--- src/pkg/rxs_pkg.sv ---
// Package for the receiver error status flag block.
// Assumes an 8-bit register port with 7-bit register addresses.
package rxs_pkg;

  // Register addresses
  localparam logic [6:0] RXS_ADDR_ERR_STATUS = 7'h14;
  localparam logic [6:0] RXS_ADDR_SLIP_STATUS = 7'h15;
  localparam logic [6:0] RXS_ADDR_ERR_MASK = 7'h16;
  localparam logic [6:0] RXS_ADDR_SLIP_MASK = 7'h17;
  localparam logic [6:0] RXS_ADDR_SUBCODE_FIRST = 7'h1f;
  localparam logic [6:0] RXS_ADDR_SUBCODE_LAST = 7'h28;

  // Field positions in the error and slip status registers
  localparam int RXS_BIT_CS_CRC = 7;
  localparam int RXS_BIT_PARITY = 6;
  localparam int RXS_BIT_VALIDITY = 5;
  localparam int RXS_BIT_BIPHASE = 4;
  localparam int RXS_BIT_SUBCODE_CHG = 3;
  localparam int RXS_BIT_UNLOCK = 2;
  localparam int RXS_BIT_SUBCODE_CRC = 1;
  localparam int RXS_BIT_BUF_DONE = 0;
  localparam int RXS_BIT_SLIP = 0;

  // Reset values
  localparam logic [7:0] RXS_RST_MASK = 8'h00;
  localparam logic [7:0] RXS_RST_STATUS = 8'h00;
  localparam logic [7:0] RXS_RST_LOCK_STATUS = 8'h04;

  // Serial port source and mode
  typedef struct packed {
    logic src_rx_a;
    logic src_rx_b;
    logic slave_a;
    logic slave_b;
    logic slip_a;
    logic slip_b;
  } rxs_port_t;

  // Receiver events, one-cycle pulses except the levels
  typedef struct packed {
    logic cs_crc_err;
    logic parity_err;
    logic validity;
    logic biphase_err;
    logic subcode_new;
    logic decoder_locked;
    logic pll_locked;
    logic subcode_crc_err;
    logic copy_done;
  } rxs_event_t;

endpackage

--- src/hdl/rxs_sync.sv ---
// Two-stage synchroniser for a bus of level inputs.
// Assumes the inputs come from another clock domain or pins.
`timescale 1ns/1ps
`default_nettype none
module rxs_sync #(
  parameter int W = 2
) (
  // Clock and reset
  input wire logic ref_clk_i,
  input wire logic nrst_i,
  // Data
  input wire logic [W-1:0] d_i,
  output logic [W-1:0] q_o
);
  logic [W-1:0] meta_q;
  logic [W-1:0] sync_q;

  // First stage is read only by the second
  always_ff @(posedge ref_clk_i or negedge nrst_i) begin
    if (!nrst_i) begin
      meta_q <= '0;
      sync_q <= '0;
    end else begin
      meta_q <= d_i;
      sync_q <= meta_q;
    end
  end

  assign q_o = sync_q;
endmodule
`default_nettype wire

--- src/hdl/rxs_flag.sv ---
// One sticky status flag with mask gating.
// Assumes set and clear come from logic on the same clock.
`timescale 1ns/1ps
`default_nettype none
module rxs_flag (
  // Clock and reset
  input wire logic ref_clk_i,
  input wire logic nrst_i,
  // Control
  input wire logic set_i,
  input wire logic clr_i,
  input wire logic mask_en_i,
  // Status
  output logic flag_o,
  output logic irq_o
);
  logic flag_q;

  // Set wins over a clear in the same cycle so no event is lost
  always_ff @(posedge ref_clk_i or negedge nrst_i) begin
    if (!nrst_i) begin
      flag_q <= 1'b0;
    end else if (set_i) begin
      flag_q <= 1'b1;
    end else if (clr_i) begin
      flag_q <= 1'b0;
    end
  end

  assign flag_o = flag_q;
  assign irq_o = flag_q & mask_en_i;
endmodule
`default_nettype wire

--- src/hdl/rxs_status_top.sv ---
// Receiver error and slip status registers with interrupt masks.
// Assumes receiver event pulses are on ref_clk_i; lock levels may be async.
`timescale 1ns/1ps
`default_nettype none

// Summary of operation
// - Channel status, parity, biphase errors set flags
// - Bit 5 reports received validity indication
// - Subcode change sets bit 3
// - Bit 2 high while decoder or PLL unlocked
// - Subcode check failure sets bit 1
// - Buffer copy completion sets bit 0
// - Mask 0x16 gates error status interrupts
// - Mask 0x17 gates output slip interrupt
// - Slip or repeat sets slip bit 0
// - Slip only for receiver-sourced slave port
// - Both ports sourced: track port A only
// - Slip register bits 7..1 read zero
// - Masks reset to zero, one enables
// - Copy disable stops buffer copy flag
module rxs_status_top
  import rxs_pkg::*;
(
  // Clock and reset
  input wire logic ref_clk_i,
  input wire logic nrst_i,
  // Register port
  input wire logic reg_rd_i,
  input wire logic reg_wr_i,
  input wire logic [6:0] reg_addr_i,
  input wire logic [7:0] reg_wdata_i,
  output logic [7:0] reg_rdata_o,
  // Receiver events
  input wire rxs_event_t rx_evt_i,
  // Serial port configuration and slip events
  input wire rxs_port_t port_i,
  // Buffer copy control
  input wire logic buffer_copy_disable_i,
  // Interrupt request, active low
  output logic irq_n_o
);

  // Register decode
  wire rd_err_w = reg_rd_i && (reg_addr_i == RXS_ADDR_ERR_STATUS);
  wire rd_slip_w = reg_rd_i && (reg_addr_i == RXS_ADDR_SLIP_STATUS);
  wire wr_err_mask_w = reg_wr_i && (reg_addr_i == RXS_ADDR_ERR_MASK);
  wire wr_slip_mask_w = reg_wr_i && (reg_addr_i == RXS_ADDR_SLIP_MASK);

  // Mask registers
  logic [7:0] err_mask_q;
  logic [7:0] err_mask_d;
  logic slip_mask_q;
  logic slip_mask_d;

  assign err_mask_d = wr_err_mask_w ? reg_wdata_i : err_mask_q;
  assign slip_mask_d = wr_slip_mask_w ? reg_wdata_i[RXS_BIT_SLIP] : slip_mask_q;

  // Masks come up masked
  always_ff @(posedge ref_clk_i or negedge nrst_i) begin
    if (!nrst_i) begin
      err_mask_q <= RXS_RST_MASK;
      slip_mask_q <= RXS_RST_MASK[RXS_BIT_SLIP];
    end else begin
      err_mask_q <= err_mask_d;
      slip_mask_q <= slip_mask_d;
    end
  end

  // Lock levels come from the recovery loops, so synchronise them
  logic [1:0] lock_sync_w;
  rxs_sync #(
    .W(2)
  ) u_lock_sync (
    .ref_clk_i(ref_clk_i),
    .nrst_i(nrst_i),
    .d_i({rx_evt_i.decoder_locked, rx_evt_i.pll_locked}),
    .q_o(lock_sync_w)
  );

  // Unlock is a live level: both must be locked to report clear
  wire unlock_w = ~(lock_sync_w[1] & lock_sync_w[0]);

  // Slip qualification: port A wins when both are sourced
  wire slip_a_ok_w = port_i.src_rx_a & port_i.slave_a;
  wire slip_b_ok_w = port_i.src_rx_b & port_i.slave_b & ~port_i.src_rx_a;
  wire slip_evt_w = (slip_a_ok_w & port_i.slip_a) | (slip_b_ok_w & port_i.slip_b);

  // Copy flag only while copies are enabled
  wire copy_evt_w = rx_evt_i.copy_done & ~buffer_copy_disable_i;

  // Sticky event set pulses per bit, index is the bit position
  logic [7:0] set_w;
  assign set_w[RXS_BIT_CS_CRC] = rx_evt_i.cs_crc_err;
  assign set_w[RXS_BIT_PARITY] = rx_evt_i.parity_err;
  assign set_w[RXS_BIT_VALIDITY] = 1'b0;
  assign set_w[RXS_BIT_BIPHASE] = rx_evt_i.biphase_err;
  assign set_w[RXS_BIT_SUBCODE_CHG] = rx_evt_i.subcode_new;
  assign set_w[RXS_BIT_UNLOCK] = 1'b0;
  assign set_w[RXS_BIT_SUBCODE_CRC] = rx_evt_i.subcode_crc_err;
  assign set_w[RXS_BIT_BUF_DONE] = copy_evt_w;

  // Reading the register clears the sticky flags
  logic [7:0] sticky_w;
  logic [7:0] sticky_irq_w;
  genvar gi;
  generate
    for (gi = 0; gi < 8; gi++) begin : g_flag
      rxs_flag u_flag (
        .ref_clk_i(ref_clk_i),
        .nrst_i(nrst_i),
        .set_i(set_w[gi]),
        .clr_i(rd_err_w),
        .mask_en_i(err_mask_q[gi]),
        .flag_o(sticky_w[gi]),
        .irq_o(sticky_irq_w[gi])
      );
    end
  endgenerate

  // Validity and unlock are live levels, the rest sticky
  logic [7:0] err_status_w;
  assign err_status_w = {sticky_w[7:6], rx_evt_i.validity, sticky_w[4:3], unlock_w, sticky_w[1:0]};

  // Slip flag
  logic slip_flag_w;
  logic slip_irq_w;
  rxs_flag u_slip (
    .ref_clk_i(ref_clk_i),
    .nrst_i(nrst_i),
    .set_i(slip_evt_w),
    .clr_i(rd_slip_w),
    .mask_en_i(slip_mask_q),
    .flag_o(slip_flag_w),
    .irq_o(slip_irq_w)
  );

  // Gated interrupt terms; sticky bits come gated from their cells, live levels here
  wire [7:0] err_irq_w = {sticky_irq_w[7:6], rx_evt_i.validity & err_mask_q[RXS_BIT_VALIDITY], sticky_irq_w[4:3],
    unlock_w & err_mask_q[RXS_BIT_UNLOCK], sticky_irq_w[1:0]};
  wire slip_gated_w = slip_irq_w;
  wire irq_any_w = (|err_irq_w) | slip_gated_w;

  // Read data and interrupt from flip-flops
  logic [7:0] rdata_q;
  logic [7:0] rdata_d;
  logic irq_n_q;

  assign rdata_d = rd_err_w ? err_status_w :
                   rd_slip_w ? {7'h00, slip_flag_w} :
                   8'h00;

  always_ff @(posedge ref_clk_i or negedge nrst_i) begin
    if (!nrst_i) begin
      rdata_q <= RXS_RST_STATUS;
      irq_n_q <= 1'b1;
    end else begin
      rdata_q <= rdata_d;
      irq_n_q <= ~irq_any_w;
    end
  end

  assign reg_rdata_o = rdata_q;
  assign irq_n_o = irq_n_q;

  // Masks: reset value, write and hold
  AST_MASK_RESET: assert property (@(posedge ref_clk_i)
    $rose(nrst_i) |-> err_mask_q == 8'h00 && !slip_mask_q)
    else $error("mask not zero after reset");
  AST_MASK_WRITE: assert property (@(posedge ref_clk_i) disable iff (!nrst_i)
    wr_err_mask_w |=> err_mask_q == $past(reg_wdata_i))
    else $error("error mask write lost");
  AST_MASK_HOLD: assert property (@(posedge ref_clk_i) disable iff (!nrst_i)
    !wr_err_mask_w |=> $stable(err_mask_q))
    else $error("error mask changed without write");
  AST_SLIP_MASK_WRITE: assert property (@(posedge ref_clk_i) disable iff (!nrst_i)
    wr_slip_mask_w |=> slip_mask_q == $past(reg_wdata_i[RXS_BIT_SLIP]))
    else $error("slip mask write lost");

  // Sticky error bits set on their event and clear on read
  AST_CS_CRC_SET: assert property (@(posedge ref_clk_i) disable iff (!nrst_i)
    rx_evt_i.cs_crc_err |=> sticky_w[RXS_BIT_CS_CRC])
    else $error("crc flag not set");
  AST_PARITY_SET: assert property (@(posedge ref_clk_i) disable iff (!nrst_i)
    rx_evt_i.parity_err |=> sticky_w[RXS_BIT_PARITY])
    else $error("parity flag not set");
  AST_BIPHASE_SET: assert property (@(posedge ref_clk_i) disable iff (!nrst_i)
    rx_evt_i.biphase_err |=> sticky_w[RXS_BIT_BIPHASE])
    else $error("biphase flag not set");
  AST_SUBCODE_SET: assert property (@(posedge ref_clk_i) disable iff (!nrst_i)
    rx_evt_i.subcode_new |=> sticky_w[RXS_BIT_SUBCODE_CHG])
    else $error("subcode change not set");
  AST_SUBCODE_CHECK_ERROR_SET: assert property (@(posedge ref_clk_i) disable iff (!nrst_i)
    rx_evt_i.subcode_crc_err |=> sticky_w[RXS_BIT_SUBCODE_CRC])
    else $error("subcode crc not set");
  AST_COPY_SET: assert property (@(posedge ref_clk_i) disable iff (!nrst_i)
    rx_evt_i.copy_done && !buffer_copy_disable_i |=> sticky_w[RXS_BIT_BUF_DONE])
    else $error("copy flag not set");
  AST_COPY_DIS: assert property (@(posedge ref_clk_i) disable iff (!nrst_i)
    buffer_copy_disable_i && !sticky_w[RXS_BIT_BUF_DONE] |=> !sticky_w[RXS_BIT_BUF_DONE])
    else $error("copy flag set while disabled");
  AST_ERR_CLEAR: assert property (@(posedge ref_clk_i) disable iff (!nrst_i)
    rd_err_w |=> (sticky_w & ~$past(set_w)) == 8'h00)
    else $error("sticky flag survived read");

  // Read data carries the flag state of the read edge
  AST_VALID_RD: assert property (@(posedge ref_clk_i) disable iff (!nrst_i)
    rd_err_w |=> reg_rdata_o[RXS_BIT_VALIDITY] == $past(rx_evt_i.validity))
    else $error("validity read wrong");
  AST_CS_CRC_RD: assert property (@(posedge ref_clk_i) disable iff (!nrst_i)
    rd_err_w |=> reg_rdata_o[RXS_BIT_CS_CRC] == $past(sticky_w[RXS_BIT_CS_CRC]))
    else $error("crc flag read wrong");
  AST_PARITY_RD: assert property (@(posedge ref_clk_i) disable iff (!nrst_i)
    rd_err_w |=> reg_rdata_o[RXS_BIT_PARITY] == $past(sticky_w[RXS_BIT_PARITY]))
    else $error("parity flag read wrong");
  AST_BIPHASE_RD: assert property (@(posedge ref_clk_i) disable iff (!nrst_i)
    rd_err_w |=> reg_rdata_o[RXS_BIT_BIPHASE] == $past(sticky_w[RXS_BIT_BIPHASE]))
    else $error("biphase flag read wrong");
  AST_SUBCODE_RD: assert property (@(posedge ref_clk_i) disable iff (!nrst_i)
    rd_err_w |=> reg_rdata_o[RXS_BIT_SUBCODE_CHG] == $past(sticky_w[RXS_BIT_SUBCODE_CHG]))
    else $error("subcode change read wrong");
  AST_SUBCODE_CHECK_ERROR_RD: assert property (@(posedge ref_clk_i) disable iff (!nrst_i)
    rd_err_w |=> reg_rdata_o[RXS_BIT_SUBCODE_CRC] == $past(sticky_w[RXS_BIT_SUBCODE_CRC]))
    else $error("subcode crc read wrong");
  AST_COPY_RD: assert property (@(posedge ref_clk_i) disable iff (!nrst_i)
    rd_err_w |=> reg_rdata_o[RXS_BIT_BUF_DONE] == $past(sticky_w[RXS_BIT_BUF_DONE]))
    else $error("copy flag read wrong");
  AST_UNLOCK_RD: assert property (@(posedge ref_clk_i) disable iff (!nrst_i)
    rd_err_w |=> reg_rdata_o[RXS_BIT_UNLOCK] == $past(unlock_w))
    else $error("unlock read wrong");

  // Lock tracking: two sync edges, then a live level
  AST_UNLOCK: assert property (@(posedge ref_clk_i) disable iff (!nrst_i)
    (rx_evt_i.decoder_locked && rx_evt_i.pll_locked) [*3] |-> !unlock_w)
    else $error("unlock while locked");
  AST_UNLOCK_DEC: assert property (@(posedge ref_clk_i) disable iff (!nrst_i)
    (!rx_evt_i.decoder_locked) [*3] |-> unlock_w)
    else $error("decoder unlock not reported");
  AST_UNLOCK_PLL: assert property (@(posedge ref_clk_i) disable iff (!nrst_i)
    (!rx_evt_i.pll_locked) [*3] |-> unlock_w)
    else $error("loop unlock not reported");

  // Slip qualification and the slip register
  AST_SLIP_SET: assert property (@(posedge ref_clk_i) disable iff (!nrst_i)
    port_i.src_rx_a && port_i.slave_a && port_i.slip_a |=> slip_flag_w)
    else $error("slip not set");
  AST_SLIP_B_SET: assert property (@(posedge ref_clk_i) disable iff (!nrst_i)
    port_i.src_rx_b && port_i.slave_b && !port_i.src_rx_a && port_i.slip_b |=> slip_flag_w)
    else $error("port b slip not set");
  AST_SLIP_MASTER: assert property (@(posedge ref_clk_i) disable iff (!nrst_i)
    !slip_a_ok_w && !slip_b_ok_w && !slip_flag_w |=> !slip_flag_w)
    else $error("slip set without slave source");
  AST_SLIP_B_IGN: assert property (@(posedge ref_clk_i) disable iff (!nrst_i)
    port_i.src_rx_a |-> slip_evt_w == (port_i.slave_a && port_i.slip_a))
    else $error("port b slip tracked with port a sourced");
  AST_SLIP_CLEAR: assert property (@(posedge ref_clk_i) disable iff (!nrst_i)
    rd_slip_w && !slip_evt_w |=> !slip_flag_w)
    else $error("slip flag survived read");
  AST_SLIP_SETWIN: assert property (@(posedge ref_clk_i) disable iff (!nrst_i)
    rd_slip_w && slip_evt_w |=> slip_flag_w)
    else $error("slip lost to read clear");
  AST_SLIP_RD: assert property (@(posedge ref_clk_i) disable iff (!nrst_i)
    rd_slip_w |=> reg_rdata_o[RXS_BIT_SLIP] == $past(slip_flag_w))
    else $error("slip flag read wrong");
  AST_SLIP_ZERO: assert property (@(posedge ref_clk_i) disable iff (!nrst_i)
    rd_slip_w |=> reg_rdata_o[7:1] == 7'h00)
    else $error("slip upper bits nonzero");

  // Interrupt request follows the unmasked flags
  AST_IRQ_MASKED: assert property (@(posedge ref_clk_i) disable iff (!nrst_i)
    (err_mask_q == 8'h00 && !slip_mask_q) |=> irq_n_o)
    else $error("irq while all masked");
  AST_ERR_IRQ: assert property (@(posedge ref_clk_i) disable iff (!nrst_i)
    sticky_w[RXS_BIT_PARITY] && err_mask_q[RXS_BIT_PARITY] |=> !irq_n_o)
    else $error("parity irq missing");
  AST_BIPHASE_IRQ: assert property (@(posedge ref_clk_i) disable iff (!nrst_i)
    sticky_w[RXS_BIT_BIPHASE] && err_mask_q[RXS_BIT_BIPHASE] |=> !irq_n_o)
    else $error("biphase irq missing");
  AST_VALID_IRQ: assert property (@(posedge ref_clk_i) disable iff (!nrst_i)
    rx_evt_i.validity && err_mask_q[RXS_BIT_VALIDITY] |=> !irq_n_o)
    else $error("validity irq missing");
  AST_UNLOCK_IRQ: assert property (@(posedge ref_clk_i) disable iff (!nrst_i)
    unlock_w && err_mask_q[RXS_BIT_UNLOCK] |=> !irq_n_o)
    else $error("unlock irq missing");
  AST_SLIP_IRQ: assert property (@(posedge ref_clk_i) disable iff (!nrst_i)
    slip_flag_w && slip_mask_q |=> !irq_n_o)
    else $error("slip irq missing");
  AST_SLIP_MASKED: assert property (@(posedge ref_clk_i) disable iff (!nrst_i)
    slip_flag_w && !slip_mask_q && (err_status_w & err_mask_q) == 8'h00 |=> irq_n_o)
    else $error("masked slip raised irq");
  AST_IRQ_RAISE: assert property (@(posedge ref_clk_i) disable iff (!nrst_i)
    irq_any_w |=> !irq_n_o)
    else $error("irq not raised");
  AST_IRQ_DROP: assert property (@(posedge ref_clk_i) disable iff (!nrst_i)
    !irq_any_w |=> irq_n_o)
    else $error("irq held without source");

  // Main scenarios
  COV_ERR_IRQ: cover property (@(posedge ref_clk_i) disable iff (!nrst_i) |err_irq_w ##1 !irq_n_o);
  COV_SLIP: cover property (@(posedge ref_clk_i) disable iff (!nrst_i) slip_evt_w ##1 rd_slip_w);
  COV_CLEAR_RD: cover property (@(posedge ref_clk_i) disable iff (!nrst_i) sticky_w[7] ##1 rd_err_w ##1 !sticky_w[7]);
  COV_UNLOCK: cover property (@(posedge ref_clk_i) disable iff (!nrst_i) $fell(unlock_w));
  COV_SLIP_B: cover property (@(posedge ref_clk_i) disable iff (!nrst_i) slip_b_ok_w && port_i.slip_b ##1 slip_flag_w);

endmodule
`default_nettype wire

--- config.mk ---
export PLATFORM = sky130hd
export DESIGN_NAME = rxs_status_top
export DESIGN_NICKNAME = d
export VERILOG_FILES = /design/src/pkg/rxs_pkg.sv /design/src/hdl/rxs_sync.sv /design/src/hdl/rxs_flag.sv /design/src/hdl/rxs_status_top.sv
export SDC_FILE = /design/constraint.sdc
export NUM_CORES = 1
export LEC_CHECK = 0
export BUFFER_PORTS_ARGS = -buffer_cell sky130_fd_sc_hd__buf_2
export CAP_MARGIN = 30
export CORE_ASPECT_RATIO = 0.7
export CORE_UTILIZATION = 30
export CTS_BUF_LIST = sky130_fd_sc_hd__clkbuf_8
export DETAILED_ROUTE_END_ITERATION = 8
export HOLD_SLACK_MARGIN = 0.1
export PLACE_DENSITY_LB_ADDON = 0.25
export SYNTH_ARGS = -nofsm -noshare
export SYNTH_HDL_FRONTEND = slang
export SYNTH_SLANG_ARGS = --single-unit
export TNS_END_PERCENT = 1
--- constraint.sdc ---
create_clock -name ref_clk_i -period 1.2 [get_ports ref_clk_i]
set_input_delay 0.24 -clock ref_clk_i [delete_from_list [all_inputs] [get_ports ref_clk_i]]
set_output_delay 0.24 -clock ref_clk_i [all_outputs]
set_load 0.02 [all_outputs]
==> reports/qor.csv, run 1 <==
stage,metric,value,unit
run_status,run status,finished with violations,
run_status,failing checks,negative setup slack,
route,total wire length after detailed routing,2312,um
finish,Final Core Density,47.97,%
clocking,clk root buf,clkbuf_8,
synthesis,Syn Nets,110,
clocking,clock tree buffer depth,2,
power_and_ir_drop,P_sw,0.4498,mW
synthesis,"flops & latches, synth",29,
clocking,cts bufs inserted,5,
critical_path,CP Data Arrival Time,1.41,ns
route,Routed Antenna Nets,0,
floorplanning,Die Width,74.08,um
global_routing,largest net degree at the start of global routing,17,
sta,Final Hold Fails,0,
route,drt drc,0,
finish,share of cells above drive strength 1,52.63,%
clocking,CTS tree,built,
sta,slew margin rel.,76.88,%
synthesis,syn avg cell area,14.55,um2
floorplanning,IO Count,44,
sta,unrepaired setup endpoints after global routing,yes,
power_and_ir_drop,Comb power frac,11.3,%
synthesis,"Cell Area, Synth",1091,um2
synthesis,Netlist cell types,23,
global_routing,gr ovfl total,0,
finish,Layout fillers,303,
global_routing,GRT Overall Usage,14.38,%
floorplanning,core area,3297,um2
synthesis,Synth area leader,dfrtp_1,
global_routing,first-pass GRT wire length,3781,um
clocking,Clock transition at path regs,0.06,ns
placed_design,IO buf count,43,
critical_path,Setup Crit Path Kind,input port to flip-flop,
synthesis,total of warnings raised by yosys,0,
route,Via density,4.483,
sta,fin crit share,104.9,%
synthesis,top cell type's share of synthesized area,64.22,%
clocking,CTS H-Tree Depth,2,
floorplanning,FP Rows,17,
route,DR pass1 iterations,4,
finish,final instance count without filler cells,180,
clocking,"Clk Latency, worst-skew pair",0.27,ns
sta,final setup margin,-0.05936,ns
synthesis,dominant cells by area after synthesis,"dfrtp_1 (64%), mux2_2 (9.3%), a21o_1 (3.4%)",
sta,clock skew,0.002329,ns
power_and_ir_drop,Seq pwr share,52.6,%
sta,fmax,794.1,MHz
placed_design,"Cell Area, Placed",1419,um2
route,post-DR wirelength/cell,12.84,um
floorplanning,Starting Density,33.09,%
power_and_ir_drop,switching power as a share of total power,22.44,%
critical_path,Critical Path End Type,flip-flop,
sta,Tightest Pin Transition,0.3439,ns
power_and_ir_drop,Clock Power Share,36.0,%
finish,Antenna Cells,0,
route,vias,807,
placed_design,DPL Wire Length,1767,um
power_and_ir_drop,worst vdd ir,757.5,uV
placed_design,Placed Cells incl. Taps,169,
floorplanning,die area,3886,um2
critical_path,internal reg-to-reg setup slack,0.09,ns
power_and_ir_drop,Leakage,0.7849,nW
synthesis,Post-Synthesis Cells,75,
sta,# setup viols final,16,
global_routing,vias in the first global route,802,
sta,crit path time final,1.259,ns
power_and_ir_drop,total chip power,2.005,mW
sta,setup TNS after final layout,-0.6973,ns
critical_path,Worst EP required,1.35,ns
finish,Area Overhead vs Synth,44.95,%
power_and_ir_drop,pwr dens,1267,nW/um2
critical_path,crit path max fanout,8,
critical_path,Worst setup SP type,input port,
synthesis,sequential-to-total area share from yosys stat,66.63,%
worst_hold_path,Hold Path Class,input port to flip-flop,
sta,Pins Over Slew Limit,0,
placed_design,Placer Congestion,0.7558,
run,maxcap violations,0,
floorplanning,chip height,52.46,um
clocking,clock sinks,29,
finish,Final Cell Area,1582,um2
sta,hold slack,0.1465,ns
global_routing,antenna violations before repair,0,
finish,Final nets,167,
route,Initial DRC Count,50,
clocking,post-CTS setup buffers,0,
placed_design,pre-CTS setup slack,-0.4051,ns
power_and_ir_drop,Power Internal,1.555,mW
==> area by class of cell <==
type,instances,area [um2],share of cell area [%]
Clock buffer,5,68.82,4.351
Clock inverter,3,13.76,0.8703
Inverter,2,7.507,0.4747
Multi-Input combinational cell,42,384.1,24.29
Sequential cell,29,726.9,45.97
Tap cell,47,58.81,3.718
Timing Repair Buffer,52,321.6,20.33
==> flip-flops by register name, summed over array words and instances, names as in the netlist <==
signal	count
slip_mask_q	1
u_lock_sync.q_o	2
reg_rdata_o	8
irq_n_o	1
u_slip.flag_o	1
err_mask_q	8
u_lock_sync.meta_q	2
g_flag.u_flag.flag_o	6
==> final timing paths <==
check / from / endpoint / cells after the start
max in group asynchronous: nrst_i / irq_n_o / 3
worst min-delay path: rx_evt_i[1] / g_flag[1].u_flag.flag_o / 2
min in group asynchronous: nrst_i / reg_rdata_o[6] / 2
worst max register to register: g_flag[1].u_flag.flag_o / irq_n_o / 3
worst max-delay path: reg_addr_i[6] / err_mask_q[3] / 5
worst min register to register: u_lock_sync.meta_q[0] / u_lock_sync.q_o[0] / 0
==> power by group through the flow <==
stage | registers [mW] | logic, mW | clock network, mW
after floorplan | 1.08 | 0.0676 | 0
after global placement | 1.07 | 0.193 | 0
after detailed placement | 1.07 | 0.199 | 0
after CTS | 1.05 | 0.224 | 0.747
after global routing | 1.06 | 0.250 | 0.805
final | 1.05 | 0.227 | 0.722
==> per-layer routing <==
metal  track usage (%)  wire [um]  up-vias
li1                  -          -      383
met1             17.60       1097      392
met2             22.12       1028       28
met3             5.769        155        4
met4             6.731         30        0
met5                 0          0        -
==> repair_timing <==
action / CTS / global route
resized for setup: 10 / 2
hold endpoints to repair: 15 / 0
setup endpoints to repair: 17 / 17
hold buffers: 3 / 0
pin swaps: 2 / 1
cloned: 0 / 0
==> worst max-delay path, cell delays in order <==
cell and delay (ns):
buf_6 0.09, or3b_4 0.41, nor3_4 0.20, buf_12 0.16
mux2_4 0.30
==> cell usage after synthesis <==
master and n:
nand4b_1 1, a21oi_1 1, dfrtp_1 28, inv_1 2
a221oi_1 2, nor3_1 3, nand4bb_1 1, or3_1 1
dfstp_2 1, mux2_2 9, nand2_1 2, mux2i_1 1
nor3_4 1, and3_1 1, buf_6 1, or3b_1 1
a21o_1 5, o211ai_1 1, nand3_1 2, and2_1 6
buf_2 1, o31ai_1 1, a22o_1 3
==> kinds of logic after synthesis <==
kind of cell           Yosys count  synth area share, %
buffers and inverters            4                2.179
AND/OR/NAND/NOR                 19                11.70
multiplexers                    10                10.21
AO/OA/AOI/OAI                   13                9.290
flip-flops                      29                66.63
==> cells in the final DEF, fill, tap and decap left out, types with 2 or more instances in the layout <==
cell type and n:
a22o_1 3, dfrtp_1 28, and2_1 6, buf_12 2, dlygate4sd3_1 3, nand3_1 2
buf_4 4, nand2_1 2, a21o_1 5, clkbuf_8 5, mux2_4 8, nor3_1 2
clkinv_2 2, buf_2 42, inv_1 3
No activity file was read; power rests on OpenSTA's default activity.
==> inputs of run 2 (changes only) <==
--- a/config.mk
+++ b/config.mk
@@ -7,8 +7,10 @@
 export LEC_CHECK = 0
 export BUFFER_PORTS_ARGS = -buffer_cell sky130_fd_sc_hd__buf_2
 export CAP_MARGIN = 30
+export CELL_PAD_IN_SITES_DETAIL_PLACEMENT = 1
+export CELL_PAD_IN_SITES_GLOBAL_PLACEMENT = 2
 export CORE_ASPECT_RATIO = 0.7
-export CORE_UTILIZATION = 30
+export CORE_UTILIZATION = 31
 export CTS_BUF_LIST = sky130_fd_sc_hd__clkbuf_8
 export DETAILED_ROUTE_END_ITERATION = 8
 export HOLD_SLACK_MARGIN = 0.1
==> run 2 against run 1 <==
  * The run still ends with negative setup slack left
  * Core utilization rose by 0.47 points
  * Global-route usage rose by 2.9 points
  * Combinational power barely moved
  * Register-to-register slack barely moved
  * Worst hold slack got worse by 0.0051 ns
  * Critical path type unchanged
  * Largest power group unchanged
==> reports/qor.csv, run 2 (synthesis gave the netlist of run 1 again) <==
stage,metric,value,unit,change
power_and_ir_drop,Seq pwr share,53.0,%,+0.4 points
clocking,Clock transition at path regs,0.06,ns,about the same
route,total wire length after detailed routing,2658,um,+15%
clocking,CTS tree,built,,
critical_path,reg2reg start,err_mask_q[1],,
sta,Pins Over Slew Limit,0,,unchanged
critical_path,Worst EP required,1.36,ns,about the same
sta,Final Hold Fails,0,,unchanged
global_routing,vias in the first global route,909,,+13%
route,Via density,4.503,,+0.43%
finish,Final Core Density,48.44,%,+0.47 points
sta,unrepaired setup endpoints after global routing,yes,,
global_routing,first-pass GRT wire length,4526,um,+20%
finish,Area Overhead vs Synth,44.50,%,
finish,most frequent cells in the layout,"buf_2 (41), dfrtp_1 (28), mux2_4 (8)",,
critical_path,R2R Path End,irq_n_o,,
power_and_ir_drop,Leakage,0.7931,nW,+1.0%
power_and_ir_drop,worst vdd ir,645.6,uV,-15%
global_routing,antenna violations before repair,0,,unchanged
route,post-DR wirelength/cell,14.69,um,+14%
critical_path,Critical Path End Type,flip-flop,,
finish,Final nets,168,,+0.60%
global_routing,met1 Use GR,20.72,%,+3.1 points
power_and_ir_drop,Power Internal,1.549,mW,-0.39%
sta,# setup viols final,15,,-1
global_routing,gr busiest metal,met2,,
critical_path,internal reg-to-reg setup slack,0.09,ns,about the same
sta,crit path time final,1.279,ns,+0.01958 ns
placed_design,"Cell Area, Placed",1414,um2,-0.35%
placed_design,Placer Congestion,0.7376,,-2.4%
global_routing,largest net degree at the start of global routing,30,,+13
route,DR pass1 iterations,2,,-2
power_and_ir_drop,switching power as a share of total power,22.68,%,+0.24 points
sta,slew margin rel.,76.43,%,-0.45 points
sta,fin crit share,106.6,%,+1.6 points
finish,Antenna Cells,0,,unchanged
sta,final setup margin,-0.07894,ns,-0.01958 ns
floorplanning,FP Rows,17,,unchanged
clocking,clk root buf,clkbuf_8,,
power_and_ir_drop,P_sw,0.4542,mW,+0.98%
power_and_ir_drop,pwr dens,1270,nW/um2,+0.24%
worst_hold_path,Hold Path Sink,g_flag[3].u_flag.flag_o,,
finish,share of cells above drive strength 1,50.75,%,-1.9 points
placed_design,DPL Wire Length,1927,um,+9.0%
run,maxcap violations,0,,unchanged
placed_design,IO buf count,43,,unchanged
clocking,"Clk Latency, worst-skew pair",0.28,ns,about the same
global_routing,GRT Overall Usage,17.27,%,+2.9 points
finish,"commonest non-fill, non-tap cell in the layout",buf_2,,
critical_path,Worst setup SP type,input port,,
clocking,cts bufs inserted,5,,unchanged
floorplanning,Starting Density,33.53,%,+0.43 points
sta,fmax,781.9,MHz,-1.5%
run_status,run status,finished with violations,,
power_and_ir_drop,Clock Power Share,35.8,%,-0.2 points
worst_hold_path,worst hold start,rx_evt_i[4],,
power_and_ir_drop,total chip power,2.003,mW,about the same
route,drt drc,0,,unchanged
route,Initial DRC Count,66,,+32%
global_routing,met2 global-route usage,28.04,%,+5.9 points
global_routing,gr ovfl total,0,,unchanged
floorplanning,core area,3254,um2,-1.3%
floorplanning,chip height,51.64,um,-1.6%
finish,Final Cell Area,1577,um2,-0.32%
worst_hold_path,worst hold stages,2,,unchanged
power_and_ir_drop,Comb power frac,11.2,%,about the same
critical_path,FF-to-FF path depth,3,,unchanged
clocking,clock tree buffer depth,2,,unchanged
critical_path,Setup Crit Path Kind,input port to flip-flop,,
worst_hold_path,Hold Path Class,input port to flip-flop,,
clocking,CTS H-Tree Depth,2,,unchanged
route,Routed Antenna Nets,0,,unchanged
floorplanning,IO Count,44,,unchanged
placed_design,pre-CTS setup slack,-0.4381,ns,-0.03301 ns
floorplanning,Die Width,72.91,um,-1.6%
sta,clock skew,0.004934,ns,+0.002605 ns
global_routing,met3 Usage GRT,6.202,%,+0.43 points
run_status,failing checks,negative setup slack,,
critical_path,crit path max fanout,8,,unchanged
clocking,clock sinks,29,,unchanged
floorplanning,die area,3764,um2,-3.1%
sta,Tightest Pin Transition,0.3536,ns,+0.009708 ns
sta,hold slack,0.1414,ns,-0.005101 ns
route,vias,815,,+0.99%
critical_path,CP Data Arrival Time,1.44,ns,+0.03 ns
[run 2: cell types whose count changed in the layout (fill, tap and decap cells not counted), sizes merged]
cell    before  now
buf         49   50
inv          3    5
clkinv       2    0
[run 2: how the worst max path moves through the flow]
stage | to | cells past startpoint | startpoint | slack (ns)
CTS | err_mask_q[1] | 5 | reg_addr_i[6] | -0.08
finish | err_mask_q[1] | 5 | reg_addr_i[6] | -0.08
global placement | err_mask_q[4] | 5 | reg_addr_i[5] | -0.40
floorplan | err_mask_q[0] | 4 | reg_addr_i[5] | -0.34
global route | g_flag[0].u_flag.flag_o | 4 | reg_addr_i[6] | -0.09
detailed placement | slip_mask_q | 5 | reg_addr_i[5] | -0.44
[run 2: timing repair]
item | in CTS | in global routing
resized for setup | 12 | 1
setup endpoints to repair | 16 | 15
pin swaps | 3 | 1
buffers inserted | 0 | 0
endpoints found under the hold margin | 30 | 0
hold buffers | 3 | 0
[run 2: final cells by class]
cell class	count	area, um2
fill	359	1678
sequential	29	726.9
multi-input combinational	42	384.1
timing repair buffer	53	319.1
clock buffer	5	68.82
tap	47	58.81
clock inverter	3	11.26
inverter	2	7.507
[run 2: stage by stage]
step	TNS (ns)	cells
after floorplan	-4.994	75
final	-0.8946	181
after detailed placement	-8.060	170
after global placement	-7.956	170
after CTS	-0.7800	181
after global routing	-1.088	181
[run 2: power by group through the flow]
stage          combinational [mW]  clock [mW]  sequential (mW)
2_1_floorplan              0.0676           0             1.08
3_3_place_gp                0.188           0             1.07
3_5_place_dp                0.193           0             1.08
4_1_cts                     0.227       0.756             1.06
5_1_grt                     0.248       0.798             1.06
6_report                    0.225       0.716             1.06
[run 2: per-layer routing]
| layer | vias up | share of wire, % |
|---|---|---|
| met2 | 23 | 48 |
| li1 | 385 | - |
| met3 | 8 | 4.8 |
| met4 | 0 | 1.8 |
| met1 | 399 | 46 |
| met5 | - | 0 |
[run 2: critical path, cell delays in order]
cell and delay [ns]:
buf_6 0.09, or3b_4 0.42, nor3_4 0.22, buf_12 0.16, mux2_4 0.30
==> inputs of run 3 (changes only) <==
==> constraint.sdc (replaced) <==
create_clock -name ref_clk_i -period 1.2 [get_ports ref_clk_i]
set_input_delay 0 -clock ref_clk_i [delete_from_list [all_inputs] [get_ports ref_clk_i]]
set_output_delay 0 -clock ref_clk_i [all_outputs]
set_load 0.02 [all_outputs]
==> run 3 against run 2 <==
  * The run now ends clean
  * Cell area grew 11%
  * Worst hold slack lost 0.020 ns
  * Global-route usage up 0.51 points
  * Register-to-register slack improved by 0.04 ns
  * Critical path depth unchanged
  * Clock skew shrank 0.00093 ns
  * Routed wire length is 4.7% higher
  * Critical path type unchanged
  * Largest power group unchanged
==> reports/qor.csv, run 3 (synthesis gave the netlist of run 1 again) <==
stage,metric,value,unit,change
critical_path,Worst EP required,1.36,ns,about the same
critical_path,R2R Path End,irq_n_o,,
finish,Antenna Cells,0,,unchanged
power_and_ir_drop,Leakage,0.8553,nW,+7.8%
sta,Final Hold Fails,0,,unchanged
clocking,clock tree buffer depth,2,,unchanged
critical_path,FF-to-FF path depth,3,,unchanged
floorplanning,core area,3254,um2,unchanged
critical_path,internal reg-to-reg setup slack,0.13,ns,+0.04 ns
finish,register area,726.9,um2,unchanged
global_routing,largest net degree at the start of global routing,30,,unchanged
placed_design,DPL Wire Length,1948,um,+1.1%
global_routing,first-pass GRT wire length,4664,um,+3.0%
worst_hold_path,worst hold stages,3,,+1
run_status,run status,"complete, no violations",,
placed_design,Placer Congestion,0.7348,,-0.38%
route,DR pass1 iterations,4,,+2
route,post-DR wirelength/cell,13.85,um,-5.7%
global_routing,met3 Usage GRT,5.233,%,-0.97 points
clocking,post-CTS setup buffers,0,,unchanged
sta,slew margin rel.,57.62,%,-19 points
critical_path,Critical Path End Type,flip-flop,,
sta,crit path time final,1.127,ns,-0.1521 ns
route,Routed Antenna Nets,0,,unchanged
finish,area of the multi-input gates,352.8,um2,-8.1%
global_routing,gr busiest metal,met2,,
global_routing,antenna violations before repair,0,,unchanged
critical_path,CP Data Arrival Time,1.29,ns,-0.15 ns
critical_path,reg2reg start,g_flag[7].u_flag.flag_o,,
floorplanning,FP Rows,17,,unchanged
global_routing,vias in the first global route,988,,+8.7%
worst_hold_path,Hold Path Sink,reg_rdata_o[0],,
route,total wire length after detailed routing,2784,um,+4.7%
sta,fmax,887.4,MHz,+13%
global_routing,GRT Overall Usage,17.79,%,+0.51 points
clocking,CTS tree,built,,
placed_design,IO buf count,43,,unchanged
clocking,clk root buf,clkbuf_8,,
finish,Area Overhead vs Synth,59.86,%,
critical_path,Worst setup SP type,input port,,
floorplanning,IO Count,44,,unchanged
floorplanning,Die Width,72.91,um,unchanged
finish,final instance count without filler cells,201,,+11%
worst_hold_path,Hold Path Class,input port to flip-flop,,
clocking,"Clk Latency, worst-skew pair",0.28,ns,about the same
route,vias,874,,+7.2%
power_and_ir_drop,worst vdd ir,789.0,uV,+22%
run,maxcap violations,0,,unchanged
finish,share of cells above drive strength 1,44.16,%,-6.6 points
critical_path,Setup Crit Path Kind,input port to flip-flop,,
finish,Final nets,188,,+12%
placed_design,Placed Cells incl. Taps,168,,-1.2%
sta,fin crit share,93.90,%,-13 points
power_and_ir_drop,pwr dens,1181,nW/um2,-7.0%
sta,Tightest Pin Transition,0.6356,ns,+0.2821 ns
sta,Pins Over Slew Limit,0,,unchanged
worst_hold_path,worst hold start,reg_addr_i[0],,
critical_path,crit path max fanout,8,,unchanged
clocking,cts bufs inserted,5,,unchanged
route,drt drc,0,,unchanged
global_routing,met2 global-route usage,28.82,%,+0.78 points
finish,Final Core Density,53.59,%,+5.2 points
clocking,Clock transition at path regs,0.06,ns,about the same
floorplanning,die area,3764,um2,unchanged
global_routing,met1 Use GR,21.84,%,+1.1 points
floorplanning,Starting Density,33.53,%,unchanged
route,Initial DRC Count,60,,-9.1%
global_routing,gr ovfl total,0,,unchanged
sta,# setup viols final,0,,-15
sta,unrepaired setup endpoints after global routing,no,,
clocking,clock sinks,29,,unchanged
route,Via density,4.348,,-3.4%
floorplanning,chip height,51.64,um,unchanged
finish,"commonest non-fill, non-tap cell in the layout",buf_2,,
sta,clock skew,0.004008,ns,-0.0009268 ns
finish,most frequent cells in the layout,"buf_2 (43), dfrtp_1 (28), dlygate4sd3_1 (25)",,
finish,Layout fillers,342,,-4.7%
clocking,CTS H-Tree Depth,2,,unchanged
## run 3: worst max-delay path, cell delays in order
cell	delay, ns
buf_2	0.09
or3b_1	0.46
nor3_4	0.25
buf_12	0.15
mux2_2	0.33
## run 3: per-layer routing
layer / share of wire (%) / wire length (um)
met5: 0 / 0
met4: 2.1 / 59
met3: 5.0 / 140
met2: 48 / 1328
met1: 45 / 1255
## run 3: area by class of cell
| cell class | instances | share of cell area, % |
|---|---|---|
| sequential | 29 | 41.68 |
| timing repair buffer | 73 | 29.56 |
| multi-input combinational | 42 | 20.23 |
| clock buffer | 5 | 3.945 |
| tap | 47 | 3.372 |
| clock inverter | 3 | 0.7891 |
| inverter | 2 | 0.4304 |
## run 3: worst max path at each step
stage / from / end / slack (ns)
after global placement: reg_addr_i[5] / slip_mask_q / -0.18
after floorplan: reg_addr_i[5] / err_mask_q[0] / -0.10
after CTS: err_mask_q[1] / irq_n_o / 0.02
final: reg_addr_i[5] / err_mask_q[3] / 0.07
after global routing: reg_addr_i[5] / slip_mask_q / 0.02
after detailed placement: reg_addr_i[5] / err_mask_q[7] / -0.22
## run 3: what timing repair did
item / CTS / global route
endpoints found under the hold margin: 48 / 1
hold buffers: 24 / 2
resized for setup: 0 / 2
endpoints found under the setup margin: 0 / 2
## run 3: where the power goes
group / internal (mW) / switching, mW / leakage (nW) / total, mW
clock: 0.392 / 0.354 / 0.0491 / 0.746
sequential: 1.03 / 0.0247 / 0.353 / 1.06
combinational: 0.156 / 0.101 / 0.453 / 0.257
## run 3: through the flow
stage / setup WS [ns] / hold WS (ns) / power, mW / instance area, um2 / TNS [ns]
after floorplan: -0.1042 / -0.2956 / 1.150 / 1091 / -1.041
after global placement: -0.1791 / 0.04832 / 1.253 / 1399 / -2.452
after detailed placement: -0.2247 / 0.06114 / 1.262 / 1399 / -3.060
after CTS: 0.02451 / 0.1166 / 2.073 / 1722 / 0
after global routing: 0.01899 / 0.1242 / 2.168 / 1744 / 0
final: 0.07315 / 0.1217 / 2.060 / 1744 / 0
